**src/logic/rcs_pkg.sv**
```systemverilog
package rcs_pkg;
  // clock and timing
  localparam int CLK_NS = 25;
  localparam int SEC_NS = 1_000_000_000;
  localparam int SEC_CYC_DEF = SEC_NS / CLK_NS;
  localparam int SHUTOFF_RESP_NS = 2_000_000;
  localparam int SHUTOFF_RESP_CYC = SHUTOFF_RESP_NS / CLK_NS;
  localparam int OTHER_RESP_NS = 20_000_000;
  localparam int OTHER_RESP_CYC = OTHER_RESP_NS / CLK_NS;

  // register byte addresses
  localparam logic [7:0] ADR_CFG = 8'h00;
  localparam logic [7:0] ADR_STOP = 8'h04;
  localparam logic [7:0] ADR_EXT = 8'h08;
  localparam logic [7:0] ADR_COMM = 8'h0C;
  localparam logic [7:0] ADR_ASSIGN = 8'h10;
  localparam logic [7:0] ADR_STATUS = 8'h14;

  // shutoff logic selections
  localparam logic [2:0] SEL_NO = 3'h0;
  localparam logic [2:0] SEL_NC = 3'h2;
  localparam logic [2:0] SEL_MIX = 3'h4;

  // stop method settings
  localparam logic [13:0] STOP_RAMP_DIR = 14'h270F;
  localparam logic [13:0] STOP_RAMP_START = 14'h22B8;
  localparam logic [13:0] STOP_TIMED_MAX = 14'h0064;
  localparam logic [13:0] STOP_OFS = 14'h03E8;
  localparam logic [13:0] STOP_OFS_MAX = 14'h044C;

  localparam logic [15:0] EXT_UNLOCK = 16'h0000;
  localparam logic [15:0] EXT_RESET = 16'h0000;
  localparam logic [7:0] CODE_SHUTOFF = 8'h18;
  localparam logic [7:0] CODE_SECOND = 8'h03;

  // status bit positions
  localparam int STS_RUN = 0;
  localparam int STS_REV = 1;
  localparam int STS_DECEL = 2;
  localparam int STS_SHUTOFF = 3;
  localparam int STS_SECOND = 4;

  // first and second set parameter numbers
  localparam logic [9:0] PAR_BOOST1 = 10'h000;
  localparam logic [9:0] PAR_BOOST2 = 10'h02E;
  localparam logic [9:0] PAR_BASE1 = 10'h003;
  localparam logic [9:0] PAR_BASE2 = 10'h02F;
  localparam logic [9:0] PAR_ACC1 = 10'h007;
  localparam logic [9:0] PAR_ACC2 = 10'h02C;
  localparam logic [9:0] PAR_DEC1 = 10'h008;
  localparam logic [9:0] PAR_DEC2 = 10'h02D;
  localparam logic [9:0] PAR_THERM1 = 10'h009;
  localparam logic [9:0] PAR_THERM2 = 10'h033;
  localparam logic [9:0] PAR_STALL1 = 10'h016;
  localparam logic [9:0] PAR_STALL2 = 10'h030;
  localparam logic [9:0] PAR_MOTOR1 = 10'h047;
  localparam logic [9:0] PAR_MOTOR2 = 10'h1C2;

  typedef enum logic [1:0] {ST_IDLE, ST_RUN, ST_DECEL} rcs_run_t;
endpackage

```
**src/logic/rcs_sync.sv**
```systemverilog
`timescale 1ns/1ps
module rcs_sync #(
  parameter int W = 4
) (
  input wire logic clk_i,
  input wire logic rst_i,
  input wire logic [W-1:0] d_i,
  output logic [W-1:0] q_o
);
  logic [W-1:0] meta_reg;

  // first stage feeds only the second
  always_ff @(posedge clk_i) begin
    if (rst_i) begin
      meta_reg <= '0;
      q_o <= '0;
    end else begin
      meta_reg <= d_i;
      q_o <= meta_reg;
    end
  end
endmodule // rcs_sync

```
**src/logic/rcs_run_ctrl.sv**
```systemverilog
// Notes on behaviour
// shutoff input active while running cuts motor output at once
// shutoff acts only on a terminal assigned function code 24
// selection 0 normally open, 2 normally closed, 4 terminal NC and link NO
// sel 0 runs with both sources off; sel 2 with both on
// sel 4 runs only with terminal on and link source off
// no start while shutoff active, even with a start input
// shutoff makes the motor coast, not ramp down
// shutoff works in panel, terminal and network modes alike
// code 3 input switches all second-set parameters together
// second set substitutes 46,47,44,45,51,48,450 for 0,3,7,8,9,22,71
// setting 9999: direction starts, release ramps down to stop
// setting 0..100 s: coast after that time from release
// setting 1000..1100 s: coast after setting minus 1000 s
// 8888 or 1000..1100: forward is start, reverse picks direction
// direction starts: both off or both on ramps to stop
// shutoff selection and stop method writable only with enable 0
// shutoff acts within 2 ms, other inputs within 20 ms
// synchronise pins, apply polarity, then combine shutoff sources
//
// Our own choices: the placing of the registers and register access over Wishbone.
`timescale 1ns/1ps
module rcs_run_ctrl
  import rcs_pkg::*;
#(
  parameter int SEC_CYC = SEC_CYC_DEF,
  parameter int RESP_CYC = SHUTOFF_RESP_CYC
) (
  input wire logic clk_i,
  input wire logic rst_i,
  input wire logic wb_cyc_i,
  input wire logic wb_stb_i,
  input wire logic wb_we_i,
  input wire logic [7:0] wb_adr_i,
  input wire logic [3:0] wb_sel_i,
  input wire logic [31:0] wb_dat_i,
  output logic [31:0] wb_dat_o,
  output logic wb_ack_o,
  input wire logic output_shutoff_input_i,
  input wire logic second_set_select_input_i,
  input wire logic forward_start_input_i,
  input wire logic reverse_start_input_i,
  input wire logic decel_done_i,
  input wire logic [9:0] par_query_i,
  output logic motor_enable_o,
  output logic run_cmd_o,
  output logic reverse_o,
  output logic ramp_stop_o,
  output logic coast_o,
  output logic second_set_o,
  output logic [9:0] par_active_o
);
  localparam int DW = $clog2(SEC_CYC + 1);

  logic [3:0] pin_s;
  logic [2:0] sel_reg;
  logic [13:0] stop_reg;
  logic [15:0] ext_reg;
  logic comm_reg;
  logic [7:0] asg_mrs_reg;
  logic [7:0] asg_rt_reg;
  logic ack_reg;
  logic [31:0] dat_reg;
  rcs_run_t state_reg;
  rcs_run_t state_next;
  logic coast_ev;
  logic [DW-1:0] div_reg;
  logic [6:0] tmr_reg;
  logic rev_reg;
  logic coast_reg;
  logic second_reg;
  logic [9:0] par_reg;

  function automatic logic [31:0] merge(input logic [31:0] old_v, input logic [31:0] new_v,
                                        input logic [3:0] be);
    logic [31:0] r;
    r = old_v;
    for (int i = 0; i < 4; i++) begin
      if (be[i]) begin
        r[i*8 +: 8] = new_v[i*8 +: 8];
      end
    end
    return r;
  endfunction

  function automatic logic [9:0] par_map(input logic [9:0] q);
    logic [9:0] r;
    r = q;
    unique case (q)
      PAR_BOOST1: r = PAR_BOOST2;
      PAR_BASE1: r = PAR_BASE2;
      PAR_ACC1: r = PAR_ACC2;
      PAR_DEC1: r = PAR_DEC2;
      PAR_THERM1: r = PAR_THERM2;
      PAR_STALL1: r = PAR_STALL2;
      PAR_MOTOR1: r = PAR_MOTOR2;
      default: r = q;
    endcase
    return r;
  endfunction

  // two-flop pin path, well inside both response times
  // pins synchronised before any decode
  rcs_sync #(.W(4)) u_sync (
    .clk_i(clk_i),
    .rst_i(rst_i),
    .d_i({reverse_start_input_i, forward_start_input_i,
          second_set_select_input_i, output_shutoff_input_i}),
    .q_o(pin_s)
  );

  wire pin_mrs = pin_s[0];
  wire pin_rt = pin_s[1];
  wire pin_fwd = pin_s[2];
  wire pin_rev = pin_s[3];

  // bus decode
  wire bus_req = wb_cyc_i & wb_stb_i & ~ack_reg;
  wire bus_wr = bus_req & wb_we_i;
  wire hit_cfg = wb_adr_i == ADR_CFG;
  wire hit_stop = wb_adr_i == ADR_STOP;
  wire hit_ext = wb_adr_i == ADR_EXT;
  wire hit_comm = wb_adr_i == ADR_COMM;
  wire hit_asg = wb_adr_i == ADR_ASSIGN;
  wire hit_sts = wb_adr_i == ADR_STATUS;
  wire unlocked = ext_reg == EXT_UNLOCK;

  wire [31:0] cfg_w = merge({29'h0, sel_reg}, wb_dat_i, wb_sel_i);
  wire [31:0] stop_w = merge({18'h0, stop_reg}, wb_dat_i, wb_sel_i);
  wire [31:0] ext_w = merge({16'h0, ext_reg}, wb_dat_i, wb_sel_i);
  wire [31:0] comm_w = merge({31'h0, comm_reg}, wb_dat_i, wb_sel_i);
  wire [31:0] asg_w = merge({16'h0, asg_rt_reg, asg_mrs_reg}, wb_dat_i, wb_sel_i);
  wire [13:0] stop_f = stop_w[13:0];
  wire sel_ok = (cfg_w[31:3] == 29'h0) &&
                (cfg_w[2:0] == SEL_NO || cfg_w[2:0] == SEL_NC || cfg_w[2:0] == SEL_MIX);
  wire stop_ok = (stop_w[31:14] == 18'h0) &&
                 (stop_f <= STOP_TIMED_MAX || (stop_f >= STOP_OFS && stop_f <= STOP_OFS_MAX) ||
                  stop_f == STOP_RAMP_DIR || stop_f == STOP_RAMP_START);
  // locked settings and illegal codes are dropped silently
  wire cfg_we = bus_wr & hit_cfg & unlocked & sel_ok;
  wire stop_we = bus_wr & hit_stop & unlocked & stop_ok;

  // unassigned terminal rests at its run level
  // terminal polarity applied before combining
  wire term_on = (asg_mrs_reg == CODE_SHUTOFF) ? pin_mrs : (sel_reg != SEL_NO);
  // both-off or both-on enable
  // terminal on and link off enable
  // no operation mode term: shutoff is mode independent
  wire op_enable = (sel_reg == SEL_NC) ? (term_on & comm_reg) :
                   (sel_reg == SEL_MIX) ? (term_on & ~comm_reg) :
                   (~term_on & ~comm_reg);

  // one signal swaps the whole set
  wire rt_on = (asg_rt_reg == CODE_SECOND) & pin_rt;

  // direction-start settings
  wire dir_mode = stop_reg <= STOP_TIMED_MAX || stop_reg == STOP_RAMP_DIR;
  wire timed = stop_reg <= STOP_TIMED_MAX ||
               (stop_reg >= STOP_OFS && stop_reg <= STOP_OFS_MAX);
  // delay offset removed
  wire [13:0] ofs_d = stop_reg - STOP_OFS;
  wire [6:0] delay_s = (stop_reg <= STOP_TIMED_MAX) ? stop_reg[6:0] : ofs_d[6:0];
  // forward starts, reverse picks direction
  // exclusive direction inputs
  wire start_cmd = dir_mode ? (pin_fwd ^ pin_rev) : pin_fwd;
  wire sec_end = div_reg == DW'(SEC_CYC - 1);
  wire timer_hit = sec_end && (tmr_reg == 7'h01);

  wire [31:0] sts_w = {27'h0, second_reg, ~op_enable, ramp_stop_o, rev_reg, run_cmd_o};
  wire [31:0] rd_mux = hit_cfg ? {29'h0, sel_reg} :
                       hit_stop ? {18'h0, stop_reg} :
                       hit_ext ? {16'h0, ext_reg} :
                       hit_comm ? {31'h0, comm_reg} :
                       hit_asg ? {16'h0, asg_rt_reg, asg_mrs_reg} :
                       hit_sts ? sts_w : 32'h0;

  always_ff @(posedge clk_i) begin
    if (rst_i) begin
      ack_reg <= 1'b0;
      dat_reg <= 32'h0;
    end else begin
      ack_reg <= bus_req;
      dat_reg <= bus_req ? rd_mux : dat_reg;
    end
  end

  always_ff @(posedge clk_i) begin
    if (rst_i) begin
      sel_reg <= SEL_NO;
      stop_reg <= STOP_RAMP_DIR;
      ext_reg <= EXT_RESET;
      comm_reg <= 1'b0;
      asg_mrs_reg <= CODE_SHUTOFF;
      asg_rt_reg <= CODE_SECOND;
    end else begin
      if (cfg_we) sel_reg <= cfg_w[2:0];
      if (stop_we) stop_reg <= stop_f;
      if (bus_wr && hit_ext) ext_reg <= ext_w[15:0];
      if (bus_wr && hit_comm) comm_reg <= comm_w[0];
      if (bus_wr && hit_asg) {asg_rt_reg, asg_mrs_reg} <= asg_w[15:0];
    end
  end

  always_comb begin
    state_next = state_reg;
    coast_ev = 1'b0;
    unique case (state_reg)
      ST_IDLE: begin
        // start refused while shut off
        if (op_enable && start_cmd) state_next = ST_RUN;
      end
      ST_RUN: begin
        // shutoff drops output, motor coasts
        if (!op_enable) begin
          state_next = ST_IDLE;
          coast_ev = 1'b1;
        end else if (!start_cmd) begin
          // zero delay coasts at once
          state_next = (timed && delay_s == 7'h00) ? ST_IDLE : ST_DECEL;
          coast_ev = timed && delay_s == 7'h00;
        end
      end
      ST_DECEL: begin
        if (!op_enable) begin
          state_next = ST_IDLE;
          coast_ev = 1'b1;
        end else if (start_cmd) begin
          state_next = ST_RUN;
        end else if (decel_done_i) begin
          state_next = ST_IDLE;
        end else if (timed && timer_hit) begin
          // time up, let it coast
          state_next = ST_IDLE;
          coast_ev = 1'b1;
        end
      end
    endcase
  end

  // whole-second timer restarts on each release so the delay is never short
  always_ff @(posedge clk_i) begin
    if (rst_i) begin
      div_reg <= '0;
      tmr_reg <= 7'h00;
    end else if (state_reg != ST_DECEL) begin
      div_reg <= '0;
      tmr_reg <= delay_s;
    end else begin
      div_reg <= sec_end ? '0 : div_reg + 1'b1;
      tmr_reg <= sec_end ? tmr_reg - 7'h01 : tmr_reg;
    end
  end

  always_ff @(posedge clk_i) begin
    if (rst_i) begin
      state_reg <= ST_IDLE;
      rev_reg <= 1'b0;
      coast_reg <= 1'b0;
      second_reg <= 1'b0;
      par_reg <= PAR_BOOST1;
    end else begin
      state_reg <= state_next;
      // direction latched while the start holds
      if (state_next == ST_RUN) rev_reg <= pin_rev;
      coast_reg <= coast_ev;
      second_reg <= rt_on;
      // substitute lookup
      par_reg <= rt_on ? par_map(par_query_i) : par_query_i;
    end
  end

  assign wb_ack_o = ack_reg;
  assign wb_dat_o = dat_reg;
  assign motor_enable_o = state_reg != ST_IDLE;
  assign run_cmd_o = state_reg == ST_RUN;
  assign ramp_stop_o = state_reg == ST_DECEL;
  assign reverse_o = rev_reg;
  assign coast_o = coast_reg;
  assign second_set_o = second_reg;
  assign par_active_o = par_reg;

  // helper: cycles the output stays on after shutoff asked for it
  int resp_lag;
  always_ff @(posedge clk_i) begin
    if (rst_i) resp_lag <= 0;
    else resp_lag <= (motor_enable_o && !op_enable) ? resp_lag + 1 : 0;
  end
endmodule // rcs_run_ctrl

```
**config.mk**
```make
export PLATFORM = sky130hd
export DESIGN_NAME = rcs_run_ctrl
export DESIGN_NICKNAME = d
export VERILOG_FILES = /design/src/logic/rcs_pkg.sv /design/src/logic/rcs_sync.sv /design/src/logic/rcs_run_ctrl.sv
export SDC_FILE = /design/constraint.sdc
export NUM_CORES = 1
export LEC_CHECK = 0
export BUFFER_PORTS_ARGS = -buffer_cell sky130_fd_sc_hd__buf_2
export CAP_MARGIN = 10
export CORE_AREA = 2 2 114 116
export CTS_CLUSTER_SIZE = 16
export DETAILED_ROUTE_END_ITERATION = 10
export DIE_AREA = 0 0 116 118
export PLACE_DENSITY = 0.79
export RECOVER_POWER = 100
export SETUP_SLACK_MARGIN = 0.5
export SYNTH_ARGS = -nofsm -noshare
export SYNTH_HDL_FRONTEND = slang
export SYNTH_SLANG_ARGS = --single-unit
```
**constraint.sdc**
```tcl
create_clock -name clk_i -period 2.3 [get_ports clk_i]
set_input_delay 0.575 -clock clk_i [delete_from_list [all_inputs] [get_ports clk_i]]
set_output_delay 0.575 -clock clk_i [all_outputs]
set_load 0.01 [all_outputs]
```
After elaboration in Yosys (flattened, before gate mapping):

Index checks and enable logic that the tools add are counted.

* register bits after elaboration: 139
* bits in latches: 0
* RAM bits: 0
* bits in read-only memories: 0
* input port bits: 64
* output and inout bits: 49
* logic and storage cells: 143
* memories: 0

* add/sub/neg operators: 3
* multipliers: 0
* divide/modulo/power cells: 0
* magnitude comparators: 6
* equal/unequal tests: 26
* shift operators: 0
* mux-type cells: 37
* bitwise gates (word level): 18
* reductions and logical operators: 35

Operator list (number)
* two-way mux 16 bit: 5
* case mux 10 bit (7 select lines): 1
* two-way mux 8 bit: 6
* == test 14 bit, second input constant: 3
* logical NOT 29 bit: 1
* greater-or-equal comparator 14 x 10 -> 1 bit, second input constant: 2
* <= comparator 14 x 11 -> 1 bit, second input constant: 2
* <= comparator 14 x 7 -> 1 bit, second input constant: 2
* adder 26 x 1 -> 26 bit, second input constant: 1
* == test 26 bit, second input constant: 1
* == test 8 x 5 -> 1 bit, second input constant: 3
* two-way mux 7 bit: 3
* == test 10 x 4 -> 1 bit, second input constant: 2
* logical NOT 18 bit: 1
* == test 8 x 4 -> 1 bit, second input constant: 2
* logical NOT 16 bit: 1
* two-way mux 2 bit: 8
* bitwise AND 1 bit: 13
* logical AND 1 bit: 11
* == test 10 x 2 -> 1 bit, second input constant: 1
* == test 10 x 3 -> 1 bit, second input constant: 1
* == test 10 x 5 -> 1 bit, second input constant: 1
* == test 10 x 7 -> 1 bit, second input constant: 1
* logical NOT 10 bit: 1
* other kinds (26): 52

Longest topological paths before layout:

* word-level depth: 13
* mapped depth: 11
* gate-level depth less buffers: 10

Modules after synthesis:

A second synthesis with hierarchy kept.

* cells, all modules: 760
* area total of the unflattened synthesis: 6426.2 µm²

By module, submodules not included
* rcs_run_ctrl: instances 1, cells an instance 744, area each 6216.0 µm², seq. area each 2302.2 µm²
* rcs_sync: instances 1, cells an instance 16, area each 210.2 µm², seq. area each 160.2 µm²

Worst setup path after synthesis:

No wires, ideal clock.

* path kind: in2reg
* start: input wb_sel_i[1]
* end: register stop_reg[9]
* library setup time: 0.120 ns
* arrival: 2.404 ns
* required time: 2.180 ns
* setup slack: -0.223 ns
* cell stages on the path: 9
* buffers on the path: 2
* cells stage by stage: buf_2 > mux2_2 > nor3_1 > a41oi_1 > a21boi_0 > o211ai_1 > buf_2 > o21a_1 > a211o_1

* word-level cells in the longest chain between the ends: 8
* elaborated cells on any way between the ends: 13
* those cells by class: order compare (3); eq/ne (2); mux (1); bitwise (1); reduce/logical (6)

RTL lines
* start, declared: RTL line rcs_run_ctrl.sv:35 `input wire logic [3:0] wb_sel_i,`
* two-way mux 8 bit (*): RTL line rcs_run_ctrl.sv:79 `if (be[i]) begin`
* greater-or-equal comparator 14 x 10 -> 1 bit / <= comparator 14 x 11 -> 1 bit (equally long branches): RTL line rcs_run_ctrl.sv:137 `(stop_f <= STOP_TIMED_MAX || (stop_f >= STOP_OFS && stop_f <= STOP_OFS_MAX) ||`
* logical AND 1 bit: RTL line rcs_run_ctrl.sv:137
* logical OR 1 bit (2 in series): RTL line rcs_run_ctrl.sv:137
* logical OR 1 bit: RTL line rcs_run_ctrl.sv:138 `stop_f == STOP_RAMP_DIR || stop_f == STOP_RAMP_START);`
* logical AND 1 bit: RTL line rcs_run_ctrl.sv:136 `wire stop_ok = (stop_w[31:14] == 18'h0) &&`
* bitwise AND 1 bit: RTL line rcs_run_ctrl.sv:141 `wire stop_we = bus_wr & hit_stop & unlocked & stop_ok;`
* end signal, assigned: RTL line rcs_run_ctrl.sv:197 `if (stop_we) stop_reg <= stop_f;`
* end, declared: RTL line rcs_run_ctrl.sv:57 `logic [13:0] stop_reg;`

Mark *: on every way between the ends. The rest lies on a longest branch, timed or not.
A chain may end at the register's enable or synchronous reset.

Worst setup path after layout:

* start: register asg_mrs_reg[1]
* end: register rev_reg, in the netlist reverse_o

* word-level cells in the longest chain between the ends: 10
* elaborated cells on any way between the ends: 14
* those cells by class: eq/ne (2); mux (7); bitwise (4); reduce/logical (1)

RTL lines
* start, declared: RTL line rcs_run_ctrl.sv:60 `logic [7:0] asg_mrs_reg;`
* start signal, assigned: RTL line rcs_run_ctrl.sv:200 `if (bus_wr && hit_asg) {asg_rt_reg, asg_mrs_reg} <= asg_w[15:0];`
* == test 8 x 5 -> 1 bit (*): RTL line rcs_run_ctrl.sv:145 `wire term_on = (asg_mrs_reg == CODE_SHUTOFF) ? pin_mrs : (sel_reg != SEL_NO);`
* two-way mux 1 bit (*): RTL line rcs_run_ctrl.sv:145
* NOT 1 bit: RTL line rcs_run_ctrl.sv:151 `(~term_on & ~comm_reg);`
* bitwise AND 1 bit: RTL line rcs_run_ctrl.sv:151
* two-way mux 1 bit: RTL line rcs_run_ctrl.sv:150 `(sel_reg == SEL_MIX) ? (term_on & ~comm_reg) :`
* two-way mux 1 bit (*): RTL line rcs_run_ctrl.sv:149 `wire op_enable = (sel_reg == SEL_NC) ? (term_on & comm_reg) :`
* logical AND 1 bit: RTL line rcs_run_ctrl.sv:210 `if (op_enable && start_cmd) state_next = ST_RUN;`
* two-way mux 2 bit: RTL line rcs_run_ctrl.sv:210
* case mux 2 bit (3 select lines) (*): RTL line rcs_run_ctrl.sv:207 `unique case (state_reg)`
* == test 2 x 1 -> 1 bit (*): RTL line rcs_run_ctrl.sv:264 `if (state_next == ST_RUN) rev_reg <= pin_rev;`
* end signal, assigned: RTL line rcs_run_ctrl.sv:264
* end, declared: RTL line rcs_run_ctrl.sv:69 `logic rev_reg;`

Marked as above.

==> metrics.yaml <==
power_density_nw_per_um2: 569.3
netlist_area_sq_um: 6271
synth_warnings: 0
cts_sinks: 123
skew_ns: 0.009239
grt_start_max_net_pins: 74
crit_chain: "or4_4 > or4_4 > nor2_4 > nor2_4 > a311oi_2 > a21oi_2 > a211oi_2 > mux2i_1"
yosysTopAreaCellShare: 0.3927
top_level_ports: 113
final_max_slew_viol_count: 36
drive_gt1_frac: 0.4019
synth_cells: 750
cts_tree: "done"
synth_top_area_cell: "dfxtp_1"
crit_type: "reg2reg"
core-area_sq_um: 12410
synth_seq_area_share: 0.3927
final_common_cell: "buf_4"
worst_path_largest_cell_delay_ns: 0.54
cts_root_buf: "clkbuf_16"
avgSynthCellArea_sq_um: 8.361
cap_violations: 1
io_buffers: 96
globalplace.congestion: 0.9052
die-width_um: 116
nNetsFinal: 1027
holdWs_ns: 0.3590
drtAntennaViolNets: 0
critPathRequiredTime_ns: 2.65
finalCriticalPeriod_ns: 2.510
firstDrtPassIters: 7
grt_pass1_vias: 6513
ctsHoldBuffers: 0
power_uw: 5328
cts_made_buffers: 17
hpwlAfterDp_um: 12420
start_util: 0.5051
fin_ws_ns: -0.2104
fin_util: 0.7539
violations: "capacitance limit, slew limit, setup timing"
rsz0062_at_grt: "yes"
start_kind: "flop"
relSlewSlack: -0.05333
p_leak_uw: 0.003563
largest_reg_flops: 26
dieArea_sq_um: 13690
grt_overflow: 0
die_height_um: 118
n_antenna_cell: 0
fmax_mhz: 398.3
min_period_over_period: 1.091
clk_latency_ns: 0.42
status: "finished, violations left"
antenna_found_initial: 0
synth_edf_count: 0
area_growth_pct: 49.24
synth_seq_cells: 123
post_drt_wl_per_cell_um: 18.31
ys_top_cells_by_area: "dfxtp_1, nor2_1, mux2i_1"
synth-main-ff-cell: "dfxtp_1"
track_usage: 0.2881
grt_first_pass_wirelength_um: 31300
final_cell_mix: "buf_4, dfxtp_1, nor2_1"
cp_slowest_cell: "or4_4"
worst_pin_slew_ns: 1.580
cts_buffer_depth: 2
dpl_cell_area_sq_um: 7674
vdd_ir_drop_max_uv: 494.1
worstSetupEndpointType: "flop"
viasPerCell: 5.825
routed_wl_um: 20880
synth_async_sr_flop_share: 0
drt_iter0_drc: 550
num_vias: 6640
htreeDepth: 4
hold_path.class: "in2reg"
synth_cell_types: 68
setup_violations: 5
clkTransAtPathRegs_ns: 0.06
fin_area_sq_um: 9359
drcViolationCount: 0
crit_path_max_fanout: 3
r2r_setup_slack_ns: -0.21
crit_arrival_ns: 2.86
hold_viol: 0
setup_tns_ns: -0.6780
fillerInstances: 808
rows: 41
## critical path, delay by kind of cell, from the launching register on
kind	cells	cell delay, ns
and+or+nand+nor	4	1.31
AOI/OAI and AO/OA	3	0.60
DFF	1	0.31
muxes	1	0.22
## cell type report
| cell class | instances | area (sq um) | area share |
|---|---|---|---|
| timing repair buffer | 228 | 1660 | 0.1774 |
| inverter | 22 | 85.08 | 0.009091 |
| clock buffer | 21 | 450.4 | 0.04813 |
| clock inverter | 10 | 117.6 | 0.01257 |
| tap | 172 | 215.2 | 0.02299 |
| multi-input combinational | 564 | 4320 | 0.4616 |
| sequential | 123 | 2510 | 0.2682 |
## per-layer routing
metal | GRT usage | part of all wire | up-vias
li1 | - | - | 3079
met1 | 0.3241 | 0.37 | 3163
met2 | 0.5048 | 0.52 | 315
met3 | 0.06952 | 0.070 | 83
met4 | 0.1347 | 0.041 | 0
met5 | 0 | 0 | -
## cell families after synthesis
family / Yosys count / synth area share
multiplexers: 44 / 0.07302
AND/OR/NAND/NOR: 333 / 0.2712
adder cells (fa/ha/maj): 7 / 0.01397
buffers and inverters: 78 / 0.05726
AO/OA/AOI/OAI: 135 / 0.1508
flip-flops: 123 / 0.3927
other: 1 / 0.0005980
XOR/XNOR: 29 / 0.04050
## synth_stat cells, drive strengths merged, types with 5 or more instances
master / count
or4: 6
xnor2: 15
nand3: 21
a22oi: 12
nor3: 20
inv: 22
o21ai: 17
clkbuf: 34
a211oi: 16
a311oi: 10
and2: 6
dfxtp: 123
a21oi: 41
nor2b: 16
nor2: 112
or3: 10
nand4: 10
nand2b: 10
mux2i: 39
ha: 7
and3: 9
buf: 22
nand2: 65
nor3b: 5
nor4: 16
nand3b: 9
xor2: 14
## stage by stage
step | std cells | setup slack, ns
after global routing | 1140 | -0.2729
after floorplan | 765 | -0.01262
after detailed placement | 1064 | -0.2037
after global placement | 1064 | -0.1756
final | 1140 | -0.2104
after CTS | 1123 | -0.1180
## path summary, 6_finish.rpt
check | depth (start not counted) | start | end
setup / recovery | 8 | asg_mrs_reg[1]$_SDFFE_PP0P_ | reverse_o$_SDFFE_PP0N_
hold / removal | 2 | output_shutoff_input_i | u_sync.meta_reg[0]$_SDFF_PP0_
setup reg to reg | 8 | asg_mrs_reg[1]$_SDFFE_PP0P_ | reverse_o$_SDFFE_PP0N_
hold reg to reg | 1 | u_sync.meta_reg[2]$_SDFF_PP0_ | u_sync.q_o[2]$_SDFF_PP0_
## where the power goes
part | total [uW] | switching [uW] | internal (uW)
clock network | 2600 | 987 | 1610
logic | 535 | 298 | 237
registers | 2190 | 24.5 | 2170
## what timing repair did
item / CTS / global route
endpoints found under the hold margin: 0 / 0
endpoints found under the setup margin: 78 / 78
pin swaps: 59 / 41
resized for setup: 104 / 104
gates cloned: 3 / 0
buffers inserted: 25 / 17
Note: power is estimated with default switching activity, not from simulation.
